`config.mk`:
```
export PLATFORM = sky130hd
export DESIGN_NAME = pat_translator
export DESIGN_NICKNAME = d
export VERILOG_FILES = /design/src/logic/pat_pkg.sv /design/src/logic/pat_cam_if.sv /design/src/logic/pat_assoc_mem.sv /design/src/logic/pat_access_check.sv /design/src/logic/pat_translator.sv
export SDC_FILE = /design/constraint.sdc
export NUM_CORES = 1
export LEC_CHECK = 0
export ABC_AREA = 1
export BUFFER_PORTS_ARGS = -buffer_cell sky130_fd_sc_hd__buf_2
export CORE_ASPECT_RATIO = 1.75
export CORE_MARGIN = 2
export CORE_UTILIZATION = 26
export CTS_CLUSTER_DIAMETER = 80
export CTS_CLUSTER_SIZE = 28
export DETAILED_ROUTE_END_ITERATION = 10
export PLACE_DENSITY = 0.4
export SYNTH_ARGS = -nofsm -noshare
export SYNTH_HDL_FRONTEND = slang
export SYNTH_SLANG_ARGS = --single-unit
```
`constraint.sdc`:
```
create_clock -name mclk -period 11 [get_ports mclk]
set_clock_uncertainty 0.1 [all_clocks]
set_input_delay 1.1 -clock mclk [delete_from_list [all_inputs] [get_ports mclk]]
set_output_delay 1.1 -clock mclk [all_outputs]
set_load 0.01 [all_outputs]
```
`src/logic/pat_pkg.sv`:
```
`default_nettype none
package pat_pkg;

	// ==========================================================
	// Address geometry
	localparam int EA_W      = 18;
	localparam int PA_W      = 22;
	localparam int PAGE_W    = 9;
	localparam int OFF_W     = 9;
	localparam int FRAME_W   = 13;
	localparam int ACC_W     = 3;
	localparam int KEY_W     = 10;
	localparam int FAST_W    = 4;

	// ==========================================================
	// Associative map
	localparam int ENTRIES       = 32;
	localparam int ENT_W         = 16;
	localparam int ENT_FRAME_LSB = 0;
	localparam int ENT_ACC_LSB   = 13;
	localparam logic [4:0] RELOAD_RESET = 5'h00;

	// Highest address served by the fast register block
	localparam logic [17:0] FAST_LAST = 18'h0_000F;

	// ==========================================================
	// Access-type codes
	localparam logic [2:0] ACC_NONE    = 3'h0;
	localparam logic [2:0] ACC_RO      = 3'h1;
	localparam logic [2:0] ACC_RX      = 3'h2;
	localparam logic [2:0] ACC_RW      = 3'h3;
	localparam logic [2:0] ACC_XO_PROP = 3'h4;
	localparam logic [2:0] ACC_RWX     = 3'h5;

	typedef enum logic [1:0] {
		PAT_RD = 2'h0,
		PAT_WR = 2'h1,
		PAT_EX = 2'h2
	} pat_kind_type;

	typedef enum logic [2:0] {
		ST_IDLE  = 3'h1,
		ST_LOOK  = 3'h2,
		ST_FETCH = 3'h4
	} pat_state_type;

endpackage
`default_nettype wire

```
`src/logic/pat_cam_if.sv`:
```
`timescale 1ns/100ps
`default_nettype none
interface pat_cam_if #(
	parameter int KEY_W = 10,
	parameter int ENT_W = 16,
	parameter int IDX_W = 5
);
	logic [KEY_W-1:0] lookup_key;
	logic             hit;
	logic [IDX_W-1:0] hit_idx;
	logic [ENT_W-1:0] hit_data;
	logic             wr_en;
	logic [IDX_W-1:0] wr_idx;
	logic [KEY_W-1:0] wr_key;
	logic [ENT_W-1:0] wr_data;

	modport ctl (output lookup_key, input hit, input hit_idx, input hit_data,
		output wr_en, output wr_idx, output wr_key, output wr_data);
	modport mem (input lookup_key, output hit, output hit_idx, output hit_data,
		input wr_en, input wr_idx, input wr_key, input wr_data);
endinterface
`default_nettype wire

```
`src/logic/pat_assoc_mem.sv`:
```
`timescale 1ns/100ps
`default_nettype none
module pat_assoc_mem #(
	parameter int ENTRIES = 32,
	parameter int KEY_W   = 10,
	parameter int ENT_W   = 16,
	parameter int IDX_W   = 5
) (
	input  wire logic mclk,
	input  wire logic rst,
	pat_cam_if.mem    cam
);

	logic [ENTRIES-1:0] valid_q;
	logic [ENTRIES-1:0] valid_d;
	logic [KEY_W-1:0]   key_q  [ENTRIES];
	logic [KEY_W-1:0]   key_d  [ENTRIES];
	logic [ENT_W-1:0]   data_q [ENTRIES];
	logic [ENT_W-1:0]   data_d [ENTRIES];
	logic [ENTRIES-1:0] match;

	// ==========================================================
	// Compare key against every entry
	genvar g;
	generate
		for (g = 0; g < ENTRIES; g++) begin : g_cmp
			assign match[g] = valid_q[g] && (key_q[g] == cam.lookup_key); // RL6
		end
	endgenerate

	always_comb begin
		cam.hit     = 1'b0;
		cam.hit_idx = '0;
		for (int i = 0; i < ENTRIES; i++) begin
			if (match[i] && !cam.hit) begin
				cam.hit     = 1'b1;
				cam.hit_idx = IDX_W'(i);
			end
		end
		cam.hit_data = data_q[cam.hit_idx];
	end

	// ==========================================================
	// Entry storage
	always_comb begin
		valid_d = valid_q;
		key_d   = key_q;
		data_d  = data_q;
		if (rst) begin
			valid_d = '0; // RL14
		end else if (cam.wr_en) begin
			valid_d[cam.wr_idx] = 1'b1;
			key_d[cam.wr_idx]   = cam.wr_key;
			data_d[cam.wr_idx]  = cam.wr_data;
		end
	end

	always_ff @(posedge mclk) begin
		valid_q <= valid_d;
		key_q   <= key_d;
		data_q  <= data_d;
	end
endmodule
`default_nettype wire

```
`src/logic/pat_access_check.sv`:
```
`timescale 1ns/100ps
`default_nettype none
module pat_access_check (
	input  wire logic       mclk,
	input  wire logic       rst,
	input  wire logic [2:0] acc_code,
	input  wire logic [1:0] kind,
	output logic            permit
);

	// Proprietary pages allow instruction fetch only, never data reads
	function automatic logic acc_permits(input logic [2:0] code, input logic [1:0] k);
		logic rd;
		logic wr;
		logic ex;
		rd = (k == pat_pkg::PAT_RD);
		wr = (k == pat_pkg::PAT_WR);
		ex = (k == pat_pkg::PAT_EX);
		case (code)
			pat_pkg::ACC_RO:      acc_permits = rd;
			pat_pkg::ACC_RX:      acc_permits = rd || ex;
			pat_pkg::ACC_RW:      acc_permits = rd || wr;
			pat_pkg::ACC_XO_PROP: acc_permits = ex;
			pat_pkg::ACC_RWX:     acc_permits = rd || wr || ex;
			default:              acc_permits = 1'b0; // RL12
		endcase
	endfunction

	assign permit = acc_permits(acc_code, kind); // RL4
endmodule
`default_nettype wire

```
`src/logic/pat_translator.sv`:
```
// Functional notes
// [RL1] Effective addresses are 18 bits and physical addresses are 22 bits.
// [RL2] The upper 9 address bits index the user map or the executive map chosen by mode.
// [RL3] A permitted access forms the physical address from the 13-bit frame and the low 9 bits.
// [RL4] Each map entry carries a 3-bit access code saying which request kinds are allowed.
// [RL5] Addresses 0 to 17 octal go to the fast register block and are never translated.
// [RL6] The 10-bit key of mode bit and page index matches at most one associative entry.
// [RL7] A hit whose access code forbids the request raises a page failure, not an access.
// [RL8] A miss fetches the entry from the in-memory page table and installs it first.
// [RL9] The associative memory holds 32 entries and a reload counter always points at one.
// [RL10] A hit on the entry under the reload counter advances the counter by one.
// [RL11] A fetched entry overwrites the entry the reload counter points at.
// [RL12] An access code of zero makes any reference to the page a page failure.
// [RL13] Translation works on pages of 512 words, the 9 untranslated low bits.
// [RL14] The reload counter wraps to zero, and reset clears it and invalidates all entries.
// [RL15] A page failure reports the address and mode bit and starts no memory access.
`timescale 1ns/100ps
`default_nettype none
module pat_translator #(
	parameter int ENTRIES = pat_pkg::ENTRIES
) (
	input  wire logic        mclk,
	input  wire logic        rst,
	input  wire logic        req_valid,
	output logic             req_ready,
	input  wire logic [17:0] req_addr,
	input  wire logic        req_user,
	input  wire logic [1:0]  req_kind,
	input  wire logic [12:0] user_map_base,
	input  wire logic [12:0] exec_map_base,
	output logic             pt_req_valid,
	output logic [21:0]      pt_req_addr,
	input  wire logic        pt_rsp_valid,
	input  wire logic [15:0] pt_rsp_data,
	output logic             phys_valid,
	output logic [21:0]      phys_addr,
	output logic             fast_valid,
	output logic [3:0]       fast_idx,
	output logic             fail_valid,
	output logic [17:0]      fail_addr,
	output logic             fail_user,
	output logic [2:0]       fail_code,
	output logic [4:0]       reload_ptr
);

	localparam int IDX_W = $clog2(ENTRIES);

	// ==========================================================
	// Declarations
	pat_pkg::pat_state_type state_q;
	pat_pkg::pat_state_type state_d;
	logic [17:0]            ea_q;
	logic [17:0]            ea_d;
	logic                   user_q;
	logic                   user_d;
	logic [1:0]             kind_q;
	logic [1:0]             kind_d;
	logic [21:0]            pt_addr_q;
	logic [21:0]            pt_addr_d;
	logic [IDX_W-1:0]       reload_q;
	logic [IDX_W-1:0]       reload_d;

	logic                   phys_valid_q;
	logic                   phys_valid_d;
	logic [21:0]            phys_addr_q;
	logic [21:0]            phys_addr_d;
	logic                   fast_valid_q;
	logic                   fast_valid_d;
	logic [3:0]             fast_idx_q;
	logic [3:0]             fast_idx_d;
	logic                   fail_valid_q;
	logic                   fail_valid_d;
	logic [17:0]            fail_addr_q;
	logic [17:0]            fail_addr_d;
	logic                   fail_user_q;
	logic                   fail_user_d;
	logic [2:0]             fail_code_q;
	logic [2:0]             fail_code_d;

	logic                   in_look;
	logic                   is_fast;
	logic                   permit;
	logic [12:0]            hit_frame;
	logic [2:0]             hit_acc;
	logic [12:0]            map_base;
	logic                   look_hit;
	logic                   look_miss;

	pat_cam_if #(
		.KEY_W (pat_pkg::KEY_W),
		.ENT_W (pat_pkg::ENT_W),
		.IDX_W (IDX_W)
	) cam ();

	// ==========================================================
	// Associative map and access decode
	pat_assoc_mem #(
		.ENTRIES (ENTRIES),
		.KEY_W   (pat_pkg::KEY_W),
		.ENT_W   (pat_pkg::ENT_W),
		.IDX_W   (IDX_W)
	) u_map (
		.mclk (mclk),
		.rst  (rst),
		.cam  (cam.mem)
	);

	pat_access_check u_acc (
		.mclk     (mclk),
		.rst      (rst),
		.acc_code (hit_acc),
		.kind     (kind_q),
		.permit   (permit)
	);

	assign cam.lookup_key = {user_q, ea_q[17:9]}; // RL6 RL2
	assign hit_frame = cam.hit_data[pat_pkg::ENT_FRAME_LSB +: pat_pkg::FRAME_W];
	assign hit_acc   = cam.hit_data[pat_pkg::ENT_ACC_LSB +: pat_pkg::ACC_W]; // RL4
	assign map_base  = user_q ? user_map_base : exec_map_base; // RL2

	assign in_look   = (state_q == pat_pkg::ST_LOOK);
	assign is_fast   = (ea_q <= pat_pkg::FAST_LAST); // RL5
	assign look_hit  = in_look && !is_fast && cam.hit;
	assign look_miss = in_look && !is_fast && !cam.hit;

	// Install straight from the page-table answer into the slot under the counter
	assign cam.wr_en   = (state_q == pat_pkg::ST_FETCH) && pt_rsp_valid; // RL8
	assign cam.wr_idx  = reload_q; // RL11
	assign cam.wr_key  = {user_q, ea_q[17:9]};
	assign cam.wr_data = pt_rsp_data;

	// ==========================================================
	// Request sequencing
	always_comb begin
		state_d   = state_q;
		ea_d      = ea_q;
		user_d    = user_q;
		kind_d    = kind_q;
		pt_addr_d = pt_addr_q;
		case (state_q)
			pat_pkg::ST_IDLE: begin
				if (req_valid) begin
					ea_d    = req_addr; // RL1
					user_d  = req_user;
					kind_d  = req_kind;
					state_d = pat_pkg::ST_LOOK;
				end
			end
			pat_pkg::ST_LOOK: begin
				if (look_miss) begin
					pt_addr_d = {map_base, ea_q[17:9]}; // RL8 RL2
					state_d   = pat_pkg::ST_FETCH;
				end else begin
					state_d = pat_pkg::ST_IDLE;
				end
			end
			pat_pkg::ST_FETCH: begin
				// Re-run the lookup so the fresh entry is checked like any hit
				if (pt_rsp_valid) begin
					state_d = pat_pkg::ST_LOOK; // RL8
				end
			end
			default: begin
				state_d = pat_pkg::ST_IDLE;
			end
		endcase
		if (rst) begin
			state_d   = pat_pkg::ST_IDLE;
			ea_d      = '0;
			user_d    = 1'b0;
			kind_d    = pat_pkg::PAT_RD;
			pt_addr_d = '0;
		end
	end

	always_ff @(posedge mclk) begin
		state_q   <= state_d;
		ea_q      <= ea_d;
		user_q    <= user_d;
		kind_q    <= kind_d;
		pt_addr_q <= pt_addr_d;
	end

	// ==========================================================
	// Reload counter
	// Pushed away from pages in use, so it lingers on stale entries
	always_comb begin
		reload_d = reload_q;
		if (look_hit && (cam.hit_idx == reload_q)) begin
			reload_d = IDX_W'(reload_q + 1'b1); // RL10 RL14
		end
		if (rst) begin
			reload_d = IDX_W'(pat_pkg::RELOAD_RESET); // RL14
		end
	end

	always_ff @(posedge mclk) begin
		reload_q <= reload_d; // RL9
	end

	// ==========================================================
	// Results
	always_comb begin
		phys_valid_d = 1'b0;
		fast_valid_d = 1'b0;
		fail_valid_d = 1'b0;
		phys_addr_d  = phys_addr_q;
		fast_idx_d   = fast_idx_q;
		fail_addr_d  = fail_addr_q;
		fail_user_d  = fail_user_q;
		fail_code_d  = fail_code_q;
		if (in_look && is_fast) begin
			fast_valid_d = 1'b1; // RL5
			fast_idx_d   = ea_q[3:0];
		end else if (look_hit && permit) begin
			phys_valid_d = 1'b1;
			phys_addr_d  = {hit_frame, ea_q[8:0]}; // RL3 RL13
		end else if (look_hit) begin
			fail_valid_d = 1'b1; // RL7 RL12
			fail_addr_d  = ea_q; // RL15
			fail_user_d  = user_q;
			fail_code_d  = hit_acc;
		end
		if (rst) begin
			phys_valid_d = 1'b0;
			fast_valid_d = 1'b0;
			fail_valid_d = 1'b0;
			phys_addr_d  = '0;
			fast_idx_d   = '0;
			fail_addr_d  = '0;
			fail_user_d  = 1'b0;
			fail_code_d  = '0;
		end
	end

	always_ff @(posedge mclk) begin
		phys_valid_q <= phys_valid_d;
		phys_addr_q  <= phys_addr_d;
		fast_valid_q <= fast_valid_d;
		fast_idx_q   <= fast_idx_d;
		fail_valid_q <= fail_valid_d;
		fail_addr_q  <= fail_addr_d;
		fail_user_q  <= fail_user_d;
		fail_code_q  <= fail_code_d;
	end

	// ==========================================================
	// Outputs
	assign req_ready    = (state_q == pat_pkg::ST_IDLE);
	assign pt_req_valid = (state_q == pat_pkg::ST_FETCH);
	assign pt_req_addr  = pt_addr_q;
	assign phys_valid   = phys_valid_q;
	assign phys_addr    = phys_addr_q;
	assign fast_valid   = fast_valid_q;
	assign fast_idx     = fast_idx_q;
	assign fail_valid   = fail_valid_q;
	assign fail_addr    = fail_addr_q;
	assign fail_user    = fail_user_q;
	assign fail_code    = fail_code_q;
	assign reload_ptr   = 5'(reload_q);
endmodule
`default_nettype wire

```
# After elaboration in Yosys (flattened, before gate mapping)
# Index checks and enable logic that the tools add are counted.
# totals
register_bits	966
inputBits	67
out_inout_bits	80
word_cells	337
# op_classes
n_addsub	1
n_lt_le_gt_ge	6
n_eq_ne	45
mux	83
bitwise_logic	6
n_reduce_logical	117
# op_table
cell	n
bitwise mux 512 bit	1
bitwise mux 320 bit	1
== test 10 bit	32
binary-select mux 16 bit (select 5 bit)	1
demux 16 bit (select 5 bit)	1
two-way mux 5 bit	16
logical AND 1 bit	72
demux 10 bit (select 5 bit)	1
two-way mux 16 bit	3
two-way mux 1 bit	37
logical NOT 1 bit	33
two-way mux 4 bit	8
OR 32 bit	1
two-way mux 3 bit	7
<= comparator 18 x 4 -> 1 bit (second input constant)	1
two-way mux 13 bit	1
>= comparator 6 bit (second input constant)	2
NOT 5 -> 6 bit	2
two-way mux 10 bit	1
AND reduction 2 bit	5
== test 3 x 2 -> 1 bit (second input constant)	3
== test 3 bit (second input constant)	3
case mux 3 bit (3 select lines)	1
== test 3 x 1 -> 1 bit (second input constant)	2
18 further kinds	23

# Longest topological paths before layout
# logic_depth
ltp_word	105
ltp_mapped	43
mapped_depth_nobuf	41

# Modules after synthesis
# From an unflattened synthesis, not the netlist that was laid out.
# hier_totals
cells_unflattened	3616
hier_area_um2	40789.1
# modules_own_cells
module	instances	cells_per_inst	area_per_inst_um2
pat_assoc_mem	1	3100	36721.5
pat_translator	1	503	4011.3
pat_access_check	1	13	56.3

# Least setup slack after synthesis
# OpenSTA, ideal clock, no wires.
# synth_path
path_type	reg2reg
startpoint	register ea_q[11]
endpoint	register phys_addr_q[17], in the netlist phys_addr[17]
setup_time_ns	0.113
t_arrival_ns	4.697
slack_ns	6.089
stages_incl_launch_ff	34
n_path_buf	6
path_cell_list	dfxtp_1 buf_2 inv_2 buf_4 or2_1 nand4_1 nor2_1 nand3_1 nand4_2 nor2_2 nand4_2 nor2_2 nand4_1 nor2_2 nand4_2 nor2_2 nand4_2 nor2_4 nand4_4 nor3_4 nand4_4 nand2_4 inv_2 buf_4 buf_6 buf_6 buf_2 nor2_1 o22ai_1 o211ai_1 a21oi_1 or2_1 o21ai_1 nor2_1
# synth_between
elab_chain_cells	104
# synth_lines
item	line_no	rtl
start, declared	pat_translator.sv:52	logic [17:0] ea_q;
start signal, assigned	pat_translator.sv:178	ea_q <= ea_d;
== test 10 bit	pat_assoc_mem.sv:27	assign match[g] = valid_q[g] && (key_q[g] == cam.lookup_key);
logical AND 1 bit	pat_assoc_mem.sv:27	
two-way mux 1 bit	pat_assoc_mem.sv:35	if (match[i] && !cam.hit) begin
logical NOT 1 bit	pat_assoc_mem.sv:35	
logical AND 1 bit	pat_assoc_mem.sv:35	
two-way mux 1 bit	pat_assoc_mem.sv:35	
logical NOT 1 bit	pat_assoc_mem.sv:35	
logical AND 1 bit	pat_assoc_mem.sv:35	
[87 not listed]	-	
two-way mux 5 bit	pat_assoc_mem.sv:35	
NOT 5 -> 6 bit (implied by the code)	pat_assoc_mem.sv:40	cam.hit_data = data_q[cam.hit_idx];
binary-select mux 16 bit (select 5 bit)	pat_assoc_mem.sv:40	
two-way mux 16 bit (implied by the code) (2 in series)	pat_assoc_mem.sv:40	
== test 3 bit (tied with other cells)	pat_access_check.sv:19	case (code)
case mux 1 bit (5 select lines)	pat_access_check.sv:19	
logical AND 1 bit	pat_translator.sv:215	end else if (look_hit && permit) begin
AND reduction 2 bit (no line)	-	
end signal, assigned	pat_translator.sv:238	phys_addr_q <= phys_addr_d;
end, declared	pat_translator.sv:65	logic [21:0] phys_addr_q;
# Parallel ways exist; a longest one is shown, timed or not. The select of a mux whose other input is x is not followed.
# A chain may end at the register's enable or synchronous reset.

# Worst setup path in the final report
# layout_path
startpoint	register ea_q[11]
endpoint	register phys_addr_q[14], in the netlist phys_addr[14]
# The elaborated chain is that of the path after synthesis.

==> impl_metrics.env <==
export IMPL_outcome="finished, final reports clean"
export IMPL_startpoint_type="flop"
export IMPL_post_synthesis_register_bit_count=966
export IMPL_placedInstanceArea_mm2=0.04545
export IMPL_initial_cell_density_of_the_core=0.2614
export IMPL_cts_clk_slew_worst_paths_ns=0.11
export IMPL_floorplan_die_height_um=536.3
export IMPL_max_slew_margin=0.2203
export IMPL_detail_route_wirelength_um=148600
export IMPL_final_hold_violation_count=0
export IMPL_post_route_min_period_ns=8.566
export IMPL_worstSkewPairLatency_ns=0.67
export IMPL_ratio_of_cells_with_drive_above_1_in_the_final_layout=0.1065
export IMPL_yosys_cell_types_count=59
export IMPL_ys_flop_type="sky130_fd_sc_hd__edfxtp_1"
export IMPL_cts_hold_buffers=0
export IMPL_ctsLongestPathBuffers=3
export IMPL_overflow=0
export IMPL_floorplan_die_area_mm2=0.1653
export IMPL_maximum_number_of_pins_on_one_net_before_global_route_repair=138
export IMPL_tightestPinTransition_ns=1.168
export IMPL_width_of_the_die_um=308.2
export IMPL_core_area_mm2=0.1610
export IMPL_crit_fanout=109
export IMPL_layout_nets=4021
export IMPL_synth_largest_area_cell="sky130_fd_sc_hd__edfxtp_1"
export IMPL_ctsHtreeMaxLevel=2
export IMPL_synth_yosys_warnings=0
export IMPL_grt_pass1_wl_um=210700
export IMPL_tritoncts_buffer_count=43
export IMPL_global_route_usage_total=0.1753
export IMPL_netlist_area_leader_share=0.5936
export IMPL_timing_setup_tns_ns=0
export IMPL_ios=147
export IMPL_post_synth_cell_area_avg_um2=10.85
export IMPL_power_per_cell_area_mw_per_mm2=146.3
export IMPL_synth_enable_flop_cells=832
export IMPL_postCtsSetupRepairBufs=0
export IMPL_detail_route_iter0_violations=2107
export IMPL_worstPathArrival_ns=9.00
export IMPL_finish_instance_area_mm2=0.04683
export IMPL_most_frequent_cells_in_the_layout="sky130_fd_sc_hd__edfxtp_1 (832), sky130_fd_sc_hd__nand2_1 (499), sky130_fd_sc_hd__nor2_1 (488)"
export IMPL_synth_top_cells_by_area="sky130_fd_sc_hd__edfxtp_1 (59%), sky130_fd_sc_hd__dfxtp_1 (6.4%), sky130_fd_sc_hd__nor2_1 (4.6%)"
export IMPL_mostFrequentLayoutCell="sky130_fd_sc_hd__edfxtp_1"
export IMPL_vdd_drop_max_v=0.00009246
export IMPL_number_of_optimization_iterations_in_the_first_detailed_route_pass=7
export IMPL_setup_viol_count_final=0
export IMPL_gp_congestion=0.8407
export IMPL_synth_cell_area_mm2=0.04209
export IMPL_post_route_drc_count=0
export IMPL_finalMaxSlewViolations=0
export IMPL_criticalPathCategory="reg -> reg"
export IMPL_synth_cells=3880
export IMPL_fmax_ghz=0.1167
export IMPL_share_of_synthesized_area_occupied_by_flip_flops_and_latches=0.6573
export IMPL_timing_final_crit_share=0.7787
export IMPL_cts_sinks=966
export IMPL_number_of_global_route_vias_before_repair=29650
export IMPL_dr_vias=29580
export IMPL_required_ns=11.44
export IMPL_fp_row_count=195
export IMPL_number_of_antenna_violations_at_the_first_check_in_global_routing=2
export IMPL_setup_reg_to_reg_worst_slack_ns=2.43
export IMPL_p_leak_nw=16.37
export IMPL_detail_route_antenna_nets=0
export IMPL_route_detailed_wl_per_inst_um=24.56
export IMPL_hold_ws_ns=0.3860
export IMPL_port_buffer_cells=146
export IMPL_syn2layout_area_growth_pct=11.26
export IMPL_crit_end_category="flop"
export IMPL_cts_tree="yes"
export IMPL_final_cells=6052
export IMPL_clockRootBuffer="sky130_fd_sc_hd__clkbuf_16"
export IMPL_cap_viol_max_count=0
export IMPL_ys_async_sr_fraction=0
export IMPL_cpMaxStageDelayCell="sky130_fd_sc_hd__nand2_8"
export IMPL_dp_hpwl_um=93750
export IMPL_worst_path_largest_cell_delay_ns=0.72
export IMPL_numPlacedInstances=5973
export IMPL_cts_resized=0
export IMPL_post_drt_via_cell_ratio=4.887
export IMPL_timing_hold_worst_class="reg -> reg"
export IMPL_synth_fp_nets=3951
export IMPL_grt_setup_unrepaired="false"
## worst paths after layout
kind | cells past startpoint | start | to
setup reg to reg | 35 | ea_q[11] | phys_addr[14]
setup / recovery | 35 | ea_q[11] | phys_addr[14]
hold reg to reg | 2 | u_map.valid_q[27] | u_map.valid_q[27]
hold / removal | 2 | u_map.valid_q[27] | u_map.valid_q[27]
## state kept, by name, indices dropped and copies added, names as in the netlist
| signal | count |
|---|---|
| u_map.data_q | 512 |
| u_map.key_q | 320 |
| u_map.valid_q | 32 |
| phys_addr | 22 |
| pt_req_addr | 22 |
| ea_q | 18 |
| fail_addr | 18 |
| reload_ptr | 5 |
| fast_idx | 4 |
| fail_code | 3 |
| state_q | 3 |
| kind_q | 2 |
| fail_user | 1 |
| fail_valid | 1 |
| fast_valid | 1 |
| phys_valid | 1 |
| user_q | 1 |
## kinds of logic after synthesis
| logic type | Yosys count | share of synthesized area |
|---|---|---|
| fa+ha+maj | 4 | 0.001189 |
| xor+xnor | 121 | 0.02518 |
| simple gates | 1593 | 0.1715 |
| buf+inv | 527 | 0.05113 |
| flops | 966 | 0.6573 |
| compound gates | 669 | 0.09370 |
## cell usage after synthesis (7+ instances only)
| cell | instances |
|---|---|
| sky130_fd_sc_hd__nand2_1 | 502 |
| sky130_fd_sc_hd__xnor2_1 | 26 |
| sky130_fd_sc_hd__or2_2 | 43 |
| sky130_fd_sc_hd__nor3b_1 | 7 |
| sky130_fd_sc_hd__dfxtp_1 | 134 |
| sky130_fd_sc_hd__a21oi_1 | 80 |
| sky130_fd_sc_hd__o22ai_1 | 69 |
| sky130_fd_sc_hd__o211ai_1 | 26 |
| sky130_fd_sc_hd__nor4_1 | 88 |
| sky130_fd_sc_hd__nor3_1 | 75 |
| sky130_fd_sc_hd__nand4_1 | 64 |
| sky130_fd_sc_hd__a31oi_1 | 15 |
| sky130_fd_sc_hd__inv_1 | 302 |
| sky130_fd_sc_hd__xor2_1 | 95 |
| sky130_fd_sc_hd__o21ai_0 | 316 |
| sky130_fd_sc_hd__o2111ai_1 | 14 |
| sky130_fd_sc_hd__edfxtp_1 | 832 |
| sky130_fd_sc_hd__inv_2 | 13 |
| sky130_fd_sc_hd__nor2_1 | 521 |
| sky130_fd_sc_hd__nand3b_1 | 37 |
| sky130_fd_sc_hd__buf_4 | 17 |
| sky130_fd_sc_hd__or2_1 | 10 |
| sky130_fd_sc_hd__buf_1 | 17 |
| sky130_fd_sc_hd__o221ai_1 | 75 |
| sky130_fd_sc_hd__nand3_1 | 206 |
| sky130_fd_sc_hd__clkbuf_1 | 114 |
| sky130_fd_sc_hd__o21ai_1 | 49 |
| sky130_fd_sc_hd__buf_2 | 58 |
## layer usage
metal  global-route usage  wire [um]  up-vias
met3              0.01280       3503      157
met4              0.05058       4188        0
met2               0.3441      82370      497
met1               0.1994      58560    15050
met5                    0          0        -
li1                     -          -    13880
## where the power goes
group | leakage [nW] | switching, mW | internal (mW)
registers | 8.62 | 0.0512 | 4.04
clock network | 0.673 | 1.23 | 0.832
logic | 7.07 | 0.526 | 0.175
total | 16.4 | 1.81 | 5.05
## through the flow
stage / utilization / setup slack, ns / power (mW)
2_1_floorplan: - / 6.089 / 4.569
3_3_place_gp: 0.2822 / 2.396 / 4.892
3_5_place_dp: 0.2822 / 2.349 / 4.890
4_1_cts: 0.2908 / 2.307 / 6.943
5_1_grt: 0.2908 / 1.744 / 7.089
6_report: 0.2908 / 2.434 / 6.854
## final cells by class
| cell class | instances | area, um^2 |
|---|---|---|
| antenna | 1 | 2.502 |
| clock buffer | 64 | 1230 |
| inverter | 316 | 1195 |
| multi-input combinational | 2387 | 12550 |
| sequential | 966 | 27700 |
| tap | 2068 | 2587 |
| fill | 16650 | 114200 |
| clock inverter | 14 | 152.6 |
| timing repair buffer | 236 | 1419 |
## critical path: cells and delay by family, from the launching register on
family                 cells  cell delay [ns]
buffers and inverters      4             1.86
AOI/OAI and AO/OA          2             0.25
and+or+nand+nor           29             5.58
DFF                        1             0.50
Note: power is estimated with default switching activity, not from simulation.
